### src/sls_pkg.sv
`default_nettype none
package sls_pkg;
  // Register map, printed byte offsets
  localparam logic [11:0] ADDR_STATUS   = 12'h208;
  localparam logic [11:0] ADDR_PWRDN    = 12'h209;
  localparam logic [11:0] ADDR_IRQ_STAT = 12'h210;
  localparam logic [11:0] ADDR_IRQ_MASK = 12'h211;

  // Status field positions
  localparam int BIT_LINK_UP  = 6;
  localparam int BIT_SYNC     = 5;
  localparam int BIT_REALIGN  = 4;
  localparam int BIT_MF_SET   = 3;
  localparam int BIT_PLL_LOCK = 2;

  // Power-down field positions
  localparam int BIT_SECOND_OFF = 1;
  localparam int BIT_FIRST_OFF  = 0;

  // Interrupt status / mask layout
  localparam int IRQ_REALIGN   = 0;
  localparam int IRQ_MF_SET    = 1;
  localparam int IRQ_LINK_LOST = 2;
  localparam int IRQ_W         = 3;

  // Reset values
  localparam logic [7:0]       PWRDN_RST    = 8'h00;
  localparam logic [1:0]       FLAGS_RST    = 2'h0;
  localparam logic [IRQ_W-1:0] IRQ_MASK_RST = 3'h0;

  // Status byte as seen by software
  typedef struct packed {
    logic rsvd_hi;
    logic link_up;
    logic sync_level;
    logic realigned;
    logic mf_phase_set;
    logic pll_locked;
    logic [1:0] rsvd_lo;
  } sls_status_t;

  // One register bus request
  typedef struct packed {
    logic        wr;
    logic        rd;
    logic [11:0] addr;
    logic [7:0]  wdata;
  } sls_bus_req_t;
endpackage : sls_pkg
`default_nettype wire

### src/sls_regs.sv
`default_nettype none
// Functional notes
// - Status has no defined reset value (the code resets it to 8'h20); reserved bits are read-only.
// - Status bit 5 is the live sync request level, 0 while asserted.
// - Status bit 4 sets on a SYSREF realignment and holds until written 1.
// - Bit 3 sets on the first SYSREF after link enable; writing 1 clears it.
// - Status bit 2 reads high while the serial-link PLL is locked.
// - Power-down resets to zero; two read-write bits, rest reserved.
// - Bit 1 powers off channel B, bit 0 channel A, both the subsystem.
module sls_regs #(
  parameter int ADDR_W = 12
) (
  input  wire logic              i_sys_clk,
  input  wire logic              i_rstn,
  input  wire logic [ADDR_W-1:0] i_addr,
  input  wire logic [7:0]        i_wr_data,
  input  wire logic              i_wr_stb,
  input  wire logic              i_rd_stb,
  output logic      [7:0]        o_rd_data,
  input  wire logic              i_sync_req_n,
  input  wire logic              i_pll_locked,
  input  wire logic              i_link_up,
  input  wire logic              i_serial_link_enable,
  input  wire logic              i_sysref_evt,
  input  wire logic              i_realign_evt,
  output logic                   o_first_channel_off,
  output logic                   o_second_channel_off,
  output logic                   o_subsystem_off,
  output logic                   o_irq
);

  // Refuse address widths that cannot reach the map
  if (ADDR_W < 10 || ADDR_W > 12) begin : g_chk
    $error("sls_regs: ADDR_W must be 10 to 12");
  end

  sls_pkg::sls_bus_req_t req;
  sls_pkg::sls_status_t  status;

  logic [1:0]              sync_sh_q;
  logic [1:0]              pll_sh_q;
  logic [2:0]              link_sh_q;
  logic                    realign_q;
  logic                    mf_set_q;
  logic                    realign_d;
  logic                    mf_set_d;
  logic                    en_prev_q;
  logic                    armed_q;
  logic                    mf_evt;
  logic [1:0]              pwrdn_q;
  logic [1:0]              pwrdn_d;
  logic                    sub_off_q;
  logic [sls_pkg::IRQ_W-1:0] irq_stat_q;
  logic [sls_pkg::IRQ_W-1:0] irq_stat_d;
  logic [sls_pkg::IRQ_W-1:0] irq_mask_q;
  logic [sls_pkg::IRQ_W-1:0] irq_mask_d;
  logic [sls_pkg::IRQ_W-1:0] irq_evt;
  logic                    irq_q;
  logic [7:0]              rd_data_q;
  logic                    wr_status;
  logic                    rd_irq;

  // Bus request bundle, address zero-extended to the map width
  always_comb begin
    req.wr    = i_wr_stb;
    req.rd    = i_rd_stb;
    req.addr  = 12'(i_addr);
    req.wdata = i_wr_data;
  end

  assign wr_status = req.wr && (req.addr == sls_pkg::ADDR_STATUS);
  assign rd_irq    = req.rd && (req.addr == sls_pkg::ADDR_IRQ_STAT);

  // Pin levels: two flops before use, third only for edge finding
  always_ff @(posedge i_sys_clk or negedge i_rstn) begin
    if (!i_rstn) begin
      sync_sh_q <= 2'h3; // Released, the pin's idle level
      pll_sh_q  <= 2'h0;
      link_sh_q <= 3'h0;
    end else begin
      sync_sh_q <= {sync_sh_q[0], i_sync_req_n};
      pll_sh_q  <= {pll_sh_q[0], i_pll_locked};
      link_sh_q <= {link_sh_q[1:0], i_link_up};
    end
  end

  // Arm on encoder enable; only the first SYSREF after it counts
  always_ff @(posedge i_sys_clk or negedge i_rstn) begin
    if (!i_rstn) begin
      en_prev_q <= 1'b0;
      armed_q   <= 1'b0;
    end else begin
      en_prev_q <= i_serial_link_enable;
      if (!i_serial_link_enable) begin
        armed_q <= 1'b0;
      end else if (!en_prev_q) begin
        armed_q <= 1'b1;
      end else if (i_sysref_evt) begin
        armed_q <= 1'b0;
      end
    end
  end

  assign mf_evt = armed_q && i_serial_link_enable && i_sysref_evt;

  // Sticky alignment flags; a new event beats a same-cycle clear
  always_comb begin
    realign_d = realign_q;
    mf_set_d  = mf_set_q;
    if (wr_status && req.wdata[sls_pkg::BIT_REALIGN]) begin
      realign_d = 1'b0;
    end
    if (wr_status && req.wdata[sls_pkg::BIT_MF_SET]) begin
      mf_set_d = 1'b0;
    end
    if (i_realign_evt) begin
      realign_d = 1'b1;
    end
    if (mf_evt) begin
      mf_set_d = 1'b1;
    end
  end

  // Flags settle to a known value, hardware leaves them undefined
  always_ff @(posedge i_sys_clk or negedge i_rstn) begin
    if (!i_rstn) begin
      {realign_q, mf_set_q} <= sls_pkg::FLAGS_RST;
    end else begin
      realign_q <= realign_d;
      mf_set_q  <= mf_set_d;
    end
  end

  // Power-down bits; writes are not blocked while the link runs
  always_comb begin
    pwrdn_d = pwrdn_q;
    if (req.wr && req.addr == sls_pkg::ADDR_PWRDN) begin
      pwrdn_d[sls_pkg::BIT_SECOND_OFF] =
        req.wdata[sls_pkg::BIT_SECOND_OFF];
      pwrdn_d[sls_pkg::BIT_FIRST_OFF]  =
        req.wdata[sls_pkg::BIT_FIRST_OFF];
    end
  end

  // Subsystem-off from the same next value keeps all three power-down outputs in step
  always_ff @(posedge i_sys_clk or negedge i_rstn) begin
    if (!i_rstn) begin
      pwrdn_q   <= sls_pkg::PWRDN_RST[1:0];
      sub_off_q <= 1'b0;
    end else begin
      pwrdn_q   <= pwrdn_d;
      sub_off_q <= &pwrdn_d;
    end
  end

  // Interrupt events
  always_comb begin
    irq_evt = '0;
    irq_evt[sls_pkg::IRQ_REALIGN]   = i_realign_evt;
    irq_evt[sls_pkg::IRQ_MF_SET]    = mf_evt;
    irq_evt[sls_pkg::IRQ_LINK_LOST] = link_sh_q[2] && !link_sh_q[1];
  end

  // Read clears status, but an event in that cycle survives
  always_comb begin
    irq_stat_d = irq_stat_q;
    irq_mask_d = irq_mask_q;
    if (rd_irq) begin
      irq_stat_d = '0;
    end
    irq_stat_d = irq_stat_d | irq_evt;
    if (req.wr && req.addr == sls_pkg::ADDR_IRQ_MASK) begin
      irq_mask_d = req.wdata[sls_pkg::IRQ_W-1:0];
    end
  end

  always_ff @(posedge i_sys_clk or negedge i_rstn) begin
    if (!i_rstn) begin
      irq_stat_q <= '0;
      irq_mask_q <= sls_pkg::IRQ_MASK_RST;
      irq_q      <= 1'b0;
    end else begin
      irq_stat_q <= irq_stat_d;
      irq_mask_q <= irq_mask_d;
      irq_q      <= |(irq_stat_d & irq_mask_d);
    end
  end

  // Status byte assembly
  always_comb begin
    status              = '0;
    status.link_up      = link_sh_q[1];
    status.sync_level   = sync_sh_q[1];
    status.realigned    = realign_q;
    status.mf_phase_set = mf_set_q;
    status.pll_locked   = pll_sh_q[1];
  end

  // Read data valid only the cycle after the strobe; unmapped reads 0
  always_ff @(posedge i_sys_clk or negedge i_rstn) begin
    if (!i_rstn) begin
      rd_data_q <= 8'h00;
    end else if (req.rd) begin
      case (req.addr)
        sls_pkg::ADDR_STATUS:   rd_data_q <= status;
        sls_pkg::ADDR_PWRDN:    rd_data_q <= {6'h00, pwrdn_q};
        sls_pkg::ADDR_IRQ_STAT: rd_data_q <= {5'h00, irq_stat_q};
        sls_pkg::ADDR_IRQ_MASK: rd_data_q <= {5'h00, irq_mask_q};
        default:                rd_data_q <= 8'h00;
      endcase
    end else begin
      rd_data_q <= 8'h00;
    end
  end

  assign o_rd_data            = rd_data_q;
  assign o_first_channel_off  = pwrdn_q[sls_pkg::BIT_FIRST_OFF];
  assign o_second_channel_off = pwrdn_q[sls_pkg::BIT_SECOND_OFF];
  assign o_subsystem_off      = sub_off_q;
  assign o_irq                = irq_q;

  // Checks
  logic rd_status;
  assign rd_status = req.rd && (req.addr == sls_pkg::ADDR_STATUS);

  // Checker's own record of a counted SYSREF since enable rose; a pulse
  // in the rise cycle itself is not counted
  logic chk_sysref_seen_q;

  always_ff @(posedge i_sys_clk or negedge i_rstn) begin
    if (!i_rstn) begin
      chk_sysref_seen_q <= 1'b0;
    end else if (!i_serial_link_enable) begin
      chk_sysref_seen_q <= 1'b0;
    end else if (en_prev_q && i_sysref_evt) begin
      chk_sysref_seen_q <= 1'b1;
    end
  end
endmodule : sls_regs
`default_nettype wire

### config.mk
export PLATFORM = sky130hd
export DESIGN_NAME = sls_regs
export DESIGN_NICKNAME = d
export VERILOG_FILES = /design/src/sls_pkg.sv /design/src/sls_regs.sv
export SDC_FILE = /design/constraint.sdc
export NUM_CORES = 1
export LEC_CHECK = 0
export BUFFER_PORTS_ARGS = -buffer_cell sky130_fd_sc_hd__buf_4
export CAP_MARGIN = 10
export CORE_AREA = 2 2 64 66
export CTS_CLUSTER_SIZE = 25
export DETAILED_ROUTE_END_ITERATION = 12
export DIE_AREA = 0 0 66 68
export PLACE_DENSITY_LB_ADDON = 0.1
export SLEW_MARGIN = 20
export SYNTH_ARGS = -nofsm -noshare
export SYNTH_HDL_FRONTEND = slang
export SYNTH_SLANG_ARGS = --single-unit
### constraint.sdc
create_clock -name i_sys_clk -period 1.3 [get_ports i_sys_clk]
set_input_delay 0.195 -clock i_sys_clk [delete_from_list [all_inputs] [get_ports i_sys_clk]]
set_output_delay 0.195 -clock i_sys_clk [all_outputs]
set_load 0.005 [all_outputs]
==> results of run 1 <==
power groups by stage:
stage,sequential [W],combinational (W),clock (W)
6_report,0.000898,0.000145,0.000666
5_1_grt,0.000901,0.000161,0.000742
4_1_cts,0.000899,0.000148,0.000693
3_5_place_dp,0.000916,0.000140,0
3_3_place_gp,0.000916,0.000139,0
2_1_floorplan,0.000913,0.0000361,0
sequential cells by signal, indices dropped and copies added (netlist names), 2 cells and up:
name,flops
irq_stat_q,3
pwrdn_q,2
pll_sh_q,2
sync_sh_q,2
link_sh_q,3
irq_mask_q,3
o_rd_data,7
cells in the final DEF (no fill, tap or decap):
cell type,n
sky130_fd_sc_hd__a22o_1,1
sky130_fd_sc_hd__and2_4,1
sky130_fd_sc_hd__or4_4,3
sky130_fd_sc_hd__a22oi_2,1
sky130_fd_sc_hd__nor3b_2,1
sky130_fd_sc_hd__nor2_1,7
sky130_fd_sc_hd__buf_4,44
sky130_fd_sc_hd__a21oi_1,3
sky130_fd_sc_hd__nand3_1,3
sky130_fd_sc_hd__nor3_1,1
sky130_fd_sc_hd__inv_1,2
sky130_fd_sc_hd__mux2_4,5
sky130_fd_sc_hd__nand2_4,1
sky130_fd_sc_hd__a32o_2,1
sky130_fd_sc_hd__dfstp_2,2
sky130_fd_sc_hd__dfrtp_1,26
sky130_fd_sc_hd__dlygate4sd3_1,1
sky130_fd_sc_hd__bufinv_16,1
sky130_fd_sc_hd__mux2i_1,4
sky130_fd_sc_hd__and2_1,3
sky130_fd_sc_hd__or4b_4,1
sky130_fd_sc_hd__nor4_2,1
sky130_fd_sc_hd__or4bb_1,1
sky130_fd_sc_hd__nor2_4,1
sky130_fd_sc_hd__nand2_1,5
sky130_fd_sc_hd__clkbuf_8,3
sky130_fd_sc_hd__nand4b_1,1
sky130_fd_sc_hd__a32o_1,1
sky130_fd_sc_hd__conb_1,1
sky130_fd_sc_hd__a21o_1,2
sky130_fd_sc_hd__nand2b_1,3
sky130_fd_sc_hd__buf_6,5
sky130_fd_sc_hd__a21boi_0,1
routing by layer:
layer	routed length [um]	vias up	GRT usage [%]
li1	-	397	-
met1	1030	386	14.8
met2	1130	17	17.8
met3	92	2	1.97
met4	15	0	4.59
met5	0	-	0
layout make-up:
type / instances / area (sq um)
Multi-Input combinational cell: 53 / 425
Fill cell: 382 / 2190
Timing Repair Buffer: 50 / 397
Tap cell: 50 / 62.6
Sequential cell: 28 / 703
Inverter: 2 / 7.51
Clock inverter: 1 / 30.0
Clock buffer: 3 / 41.3
how the worst max path moves through the flow:
stage,startpoint,to,cells past startpoint
after CTS,i_addr[2],pwrdn_q[1],6
final,i_addr[2],pwrdn_q[1],6
after detailed placement,i_addr[11],pwrdn_q[0],6
after global placement,i_addr[11],o_rd_data[3],6
after floorplan,i_addr[11],pwrdn_q[0],5
after global routing,i_addr[2],o_rd_data[0],8
worst max-delay path, stage by stage:
cell	delay, ns
sky130_fd_sc_hd__buf_6	0.09
sky130_fd_sc_hd__or4b_4	0.54
sky130_fd_sc_hd__or4_4	0.57
sky130_fd_sc_hd__nor2_4	0.13
sky130_fd_sc_hd__nand2_4	0.08
sky130_fd_sc_hd__mux2_4	0.29
timing repair:
| item | 4_1_cts | 5_1_grt |
|---|---|---|
| setup endpoints to repair | 19 | 19 |
| setup buffers | 2 | 0 |
| hold buffers | 1 | 0 |
| gates resized for setup | 11 | 2 |
| pin swaps | 10 | 1 |
| endpoints found under the hold margin | 26 | 0 |
metrics by stage:
stage          hold WS (ns)  cell area (sq um)  total power [W]
2_1_floorplan        -0.101               1120         0.000949
4_1_cts              0.0141               1660          0.00174
5_1_grt            0.000926               1670          0.00180
6_report             0.0256               1670          0.00171
3_3_place_gp          0.127               1520          0.00105
3_5_place_dp          0.133               1520          0.00106
kinds of logic after synthesis:
group / Yosys count / share of synthesized area (%)
AO/OA/AOI/OAI: 10 / 6.63
buffers and inverters: 4 / 1.80
flip-flops: 28 / 63.1
other: 1 / 0.337
multiplexers: 9 / 9.33
AND/OR/NAND/NOR: 33 / 18.8
==> impl_metrics.sql, run 1 <==
INSERT INTO impl_metrics (metric_group, metric, value, unit) VALUES
('finish', 'final_layout_size_suffix_gt1_share', '51.8', '%'),
('die', 'die_area', '0.00449', 'sq mm'),
('logic_synthesis', 'asyncSetResetFlopFracSynth', '100', '%'),
('timing', 'final_max_slew_viol_count', '0', ''),
('global_route', 'largest_net_degree_at_the_start_of_global_routing', '29', ''),
('setup_path', 'cp-start-kind', 'input pin', ''),
('worst_hold_path', 'worst_hold_path.num_cells', '1', ''),
('timing', 'totalNegativeSetupSlack', '-5.80', 'ns'),
('setup_path', 'reg2reg_slack', '0.30', 'ns'),
('finish', 'antenna_cells', '0', ''),
('clocking', 'tritoncts', 'yes', ''),
('clocking', 'cts_h_tree_depth', '1', ''),
('setup_path', 'r2r-end', 'o_irq', ''),
('setup_path', 'worst_ep_required_time', '1.46', 'ns'),
('die', 'core_area', '0.00386', 'sq mm'),
('global_route', 'grt_use_total', '11.1', '%'),
('power_and_ir_drop', 'vdd.ir_drop.worst', '437', 'uV'),
('global_route', 'overflow', '0', ''),
('die', 'die-width', '66', 'um'),
('power_and_ir_drop', 'netSwitchingFraction', '18.8', '%'),
('route', 'wl_per_cell', '12.1', 'um'),
('timing', 'setup_violations', '19', ''),
('setup_path', 'worst-setup-path-type', 'in2reg', ''),
('global_route', 'first_global_vias', '805', ''),
('die', 'die_h', '68', 'um'),
('logic_synthesis', 'syn_inst', '85', ''),
('finish', 'final_core_util', '43.2', '%'),
('route', 'first_iter_violations', '22', ''),
('logic_synthesis', 'syn_area', '0.00111', 'sq mm'),
('timing', 'final_min_period_over_clock_period', '133', '%'),
('logic_synthesis', 'ys_seq_area_share', '63.1', '%'),
('clocking', 'worstSkewPairLatency', '0.27', 'ns'),
('die', 'design.portCount', '42', ''),
('logic_synthesis', 'ys_types', '30', ''),
('logic_synthesis', 'ys_dominant_reg_cell', 'sky130_fd_sc_hd__dfrtp_1', ''),
('worst_hold_path', 'hp-start', 'i_link_up', ''),
('place', 'hpwl', '1770', 'um'),
('setup_path', 'rr_worst_depth', '3', ''),
('global_route', 'grt_pass1_wl', '3700', 'um'),
('route', 'ant_nets', '0', ''),
('logic_synthesis', 'synth_enable_flop_cells', '0', ''),
('route', 'number_of_vias_per_cell_after_detailed_routing', '4.29', ''),
('run_status', 'outcome', 'finished, violations left', ''),
('worst_hold_path', 'min_to', 'link_sh_q[0]', ''),
('finish', 'layout.nets', '168', ''),
('clocking', 'clkSlewWorstSetupHoldPaths', '0.09', 'ns'),
('power_and_ir_drop', 'power.density', '1030', 'mW/mm^2'),
('setup_path', 'cp_max_fo', '3', ''),
('logic_synthesis', 'yosys_top_cell_by_area', 'sky130_fd_sc_hd__dfrtp_1', ''),
('power_and_ir_drop', 'cell_leakage_power', '0.812', 'nW'),
('logic_synthesis', 'ys_seq_elements', '28', ''),
('clocking', 'cts_buffers', '3', ''),
('power_and_ir_drop', 'power.clock.fraction', '39.0', '%'),
('route', 'route.vias.total', '802', ''),
('logic_synthesis', 'yosys.area.top_type_share', '58.4', '%'),
('route', 'post-route-drc-count', '0', ''),
('run_status', 'failed_checks', 'setup timing', ''),
('power_and_ir_drop', 'pwr-share-seq', '52.6', '%'),
('route', 'detailedRoute.firstPassIterationCount', '2', ''),
('clocking', 'buffer_depth_of_the_longest_clock_path', '2', ''),
('timing', 'postLayoutSetupSlackWorst', '-0.429', 'ns'),
('power_and_ir_drop', 'netSwitchingPower', '0.000321', 'W'),
('logic_synthesis', 'synth.area.top_cells', 'sky130_fd_sc_hd__dfrtp_1 (58%), sky130_fd_sc_hd__dfstp_2 (4.7%), sky130_fd_sc_hd__mux2i_1 (3.6%)', ''),
('die', 'row_count', '23', ''),
('finish', 'final_cell_count_no_fill', '187', ''),
('clocking', 'cts.sinks', '28', ''),
('place', 'place_ws', '-0.741', 'ns'),
('place', 'io_buffer_count', '37', ''),
('die', 'start_util', '28.9', '%'),
('global_route', 'antenna_violations_before_repair', '0', ''),
('setup_path', 'cp-end-kind', 'flop', '');
Power figures use the tool's default switching activity.
==> inputs of run 2 (changes only) <==
--- a/config.mk
+++ b/config.mk
@@ -7,11 +7,12 @@
 export LEC_CHECK = 0
 export BUFFER_PORTS_ARGS = -buffer_cell sky130_fd_sc_hd__buf_4
 export CAP_MARGIN = 10
-export CORE_AREA = 2 2 64 66
+export CORE_AREA = 2 2 52 54
 export CTS_CLUSTER_SIZE = 25
 export DETAILED_ROUTE_END_ITERATION = 12
-export DIE_AREA = 0 0 66 68
+export DIE_AREA = 0 0 54 56
 export PLACE_DENSITY_LB_ADDON = 0.1
+export SETUP_SLACK_MARGIN = 0.1
 export SLEW_MARGIN = 20
 export SYNTH_ARGS = -nofsm -noshare
 export SYNTH_HDL_FRONTEND = slang
==> impl_metrics.sql, run 2 (synthesis results as in run 1) <==
INSERT INTO impl_metrics (metric_group, metric, value, unit) VALUES
('die', 'die_area', '0.00302', 'sq mm'),
('place', 'io_buffer_count', '37', ''),
('global_route', 'antenna_violations_before_repair', '0', ''),
('global_route', 'largest_net_degree_at_the_start_of_global_routing', '29', ''),
('timing', 'clock-skew-final', '0.00273', 'ns'),
('setup_path', 'r2r-end', 'o_irq', ''),
('power_and_ir_drop', 'fin_total_pwr', '0.00162', 'W'),
('route', 'postRouteWirelength', '2450', 'um'),
('power_and_ir_drop', 'netSwitchingPower', '0.000326', 'W'),
('clocking', 'cts_buffers', '3', ''),
('worst_hold_path', 'hold_class', 'in2reg', ''),
('timing', 'postLayoutSetupSlackWorst', '-0.384', 'ns'),
('timing', 'final_min_period_over_clock_period', '130', '%'),
('finish', 'antenna_cells', '0', ''),
('place', 'hpwl', '1790', 'um'),
('die', 'die_h', '56', 'um'),
('worst_hold_path', 'hp-start', 'i_realign_evt', ''),
('setup_path', 'critical_path.reg2reg.startpoint', 'irq_mask_q[0]', ''),
('die', 'die-width', '54', 'um'),
('setup_path', 'endpoint', 'pwrdn_q[1]', ''),
('global_route', 'grt_pass1_wl', '4040', 'um'),
('finish', 'area.sequential', '703', 'sq um'),
('route', 'wl_per_cell', '14.4', 'um'),
('die', 'design.portCount', '42', ''),
('finish', 'multi_input_area', '429', 'sq um'),
('setup_path', 'cp_max_fo', '4', ''),
('timing', 'final_report_hold_violation_count', '0', ''),
('power_and_ir_drop', 'pwr-share-seq', '55.5', '%'),
('setup_path', 'cp.arrival', '1.91', 'ns'),
('global_route', 'overflow', '0', ''),
('timing', 'final_max_slew_viol_count', '0', ''),
('run', 'maxCapViolations', '0', ''),
('power_and_ir_drop', 'internal_power', '0.00129', 'W'),
('global_route', 'grt_use_total', '18.3', '%'),
('clocking', 'tritoncts', 'yes', ''),
('route', 'first_iter_violations', '12', ''),
('power_and_ir_drop', 'power.clock.fraction', '34.9', '%'),
('finish', 'layout_common_cells', 'sky130_fd_sc_hd__buf_4 (44), sky130_fd_sc_hd__dfrtp_1 (26), sky130_fd_sc_hd__nor2_1 (6)', ''),
('die', 'row_count', '18', ''),
('clocking', 'buffer_depth_of_the_longest_clock_path', '2', ''),
('route', 'post-route-drc-count', '0', ''),
('power_and_ir_drop', 'cell_leakage_power', '0.815', 'nW'),
('route', 'detailedRoute.firstPassIterationCount', '4', ''),
('global_route', 'first_global_vias', '884', ''),
('setup_path', 'rr_worst_depth', '3', ''),
('setup_path', 'cp-startpoint', 'i_addr[2]', ''),
('timing', 'min_clock_period_post_route', '1.68', 'ns'),
('run_status', 'failed_checks', 'setup timing', ''),
('route', 'route.vias.total', '845', ''),
('timing', 'fmax', '0.594', 'GHz'),
('setup_path', 'worst-setup-path-type', 'in2reg', ''),
('power_and_ir_drop', 'combinationalPowerShare', '9.6', '%'),
('clocking', 'clkSlewWorstSetupHoldPaths', '0.15', 'ns'),
('clocking', 'cts.sinks', '28', ''),
('clocking', 'clock-root-buffer', 'sky130_fd_sc_hd__clkbuf_4', ''),
('place', 'place_ws', '-0.750', 'ns'),
('route', 'number_of_vias_per_cell_after_detailed_routing', '4.97', ''),
('clocking', 'worstSkewPairLatency', '0.32', 'ns'),
('timing', 'unrepaired_setup_endpoints_after_global_routing', 'true', ''),
('finish', 'layout-area-overhead-vs-synth', '48.7', '%'),
('power_and_ir_drop', 'vdd.ir_drop.worst', '824', 'uV'),
('die', 'start_util', '45.8', '%'),
('finish', 'layout.nets', '171', ''),
('setup_path', 'cp-end-kind', 'flop', ''),
('setup_path', 'worst_ep_required_time', '1.53', 'ns'),
('setup_path', 'cp-start-kind', 'input pin', ''),
('finish', 'final_layout_size_suffix_gt1_share', '51.4', '%'),
('route', 'ant_nets', '0', ''),
('finish', 'final_common_cell', 'sky130_fd_sc_hd__buf_4', ''),
('timing', 'setup_violations', '19', ''),
('finish', 'largest_register_ffs', '7', ''),
('finish', 'layout.filler_cells', '192', ''),
('place', 'placer_s_final_routability_congestion_estimate', '0.802', ''),
('power_and_ir_drop', 'power.density', '979', 'mW/mm^2'),
('clocking', 'cts_h_tree_depth', '1', ''),
('setup_path', 'reg2reg_slack', '0.27', 'ns'),
('die', 'core_area', '0.00243', 'sq mm'),
('power_and_ir_drop', 'netSwitchingFraction', '20.1', '%'),
('run_status', 'outcome', 'finished, violations left', '');
-- run 2: changes by cell type in the layout (fill, tap and decap cells not counted) --
cell	change
sky130_fd_sc_hd__nor2_1	-1
sky130_fd_sc_hd__buf_6	-1
sky130_fd_sc_hd__nor2_2	+1
sky130_fd_sc_hd__and2_1	-1
sky130_fd_sc_hd__a21oi_1	-1
sky130_fd_sc_hd__a21oi_2	+1
sky130_fd_sc_hd__clkbuf_8	-3
sky130_fd_sc_hd__a22oi_1	+1
sky130_fd_sc_hd__clkbuf_4	+3
sky130_fd_sc_hd__and2_4	+1
sky130_fd_sc_hd__a22oi_2	-1
sky130_fd_sc_hd__dlygate4sd3_1	+4
-- run 2: per-stage QoR --
stage	cell area, sq um	setup TNS, ns	utilization, %	instances	hold slack [ns]
final	1660	-4.51	68.1	170	0.0621
after floorplan	1120	-8.07	-	85	-0.101
after detailed placement	1490	-11.80	61.3	159	0.129
after global placement	1490	-11.60	61.3	159	0.121
after CTS	1640	-4.60	67.3	170	0.0492
after global routing	1660	-4.83	68.1	170	0.0403
-- run 2: per-layer routing --
metal	share of wire [%]	track usage, %
met1	42	23.5
met2	52	30.0
met3	5.3	4.03
met4	0.94	5.71
met5	0	0
-- run 2: power groups by stage --
stage	logic, W	clock network [W]	registers, W
after CTS	0.000154	0.000581	0.000900
after global placement	0.000137	0	0.000916
after detailed placement	0.000139	0	0.000916
after floorplan	0.0000361	0	0.000913
after global routing	0.000171	0.000628	0.000903
final	0.000156	0.000565	0.000900
-- run 2: what timing repair did --
action / in CTS / in global routing
gates resized for setup: 8 / 6
cloned: 0 / 0
hold endpoints to repair: 30 / 0
hold buffers: 5 / 0
setup endpoints to repair: 19 / 19
setup buffers: 2 / 1
pin swaps: 4 / 4
-- run 2: worst min-delay path by stage --
stage / end / slack (ns) / cells after the start
after floorplan: armed_q / -0.10 / 0
after global placement: o_rd_data[5] / 0.12 / 1
after CTS: realign_q / 0.05 / 2
final: realign_q / 0.06 / 2
after detailed placement: o_rd_data[6] / 0.13 / 1
after global routing: realign_q / 0.04 / 2
-- run 2: area by class of cell --
| class | count | share of cell area, % |
|---|---|---|
| clock buffer | 3 | 1.36 |
| clock inverter | 1 | 1.81 |
| multi-input combinational | 53 | 25.9 |
| inverter | 2 | 0.454 |
| tap | 30 | 2.27 |
| sequential | 28 | 42.5 |
| timing repair buffer | 53 | 25.7 |
-- run 2: worst max-delay path, stage by stage --
cell	delay, ns
sky130_fd_sc_hd__buf_6	0.09
sky130_fd_sc_hd__or4b_4	0.55
sky130_fd_sc_hd__or4_4	0.57
sky130_fd_sc_hd__nor2_4	0.14
sky130_fd_sc_hd__nand2_4	0.08
sky130_fd_sc_hd__mux2_4	0.29
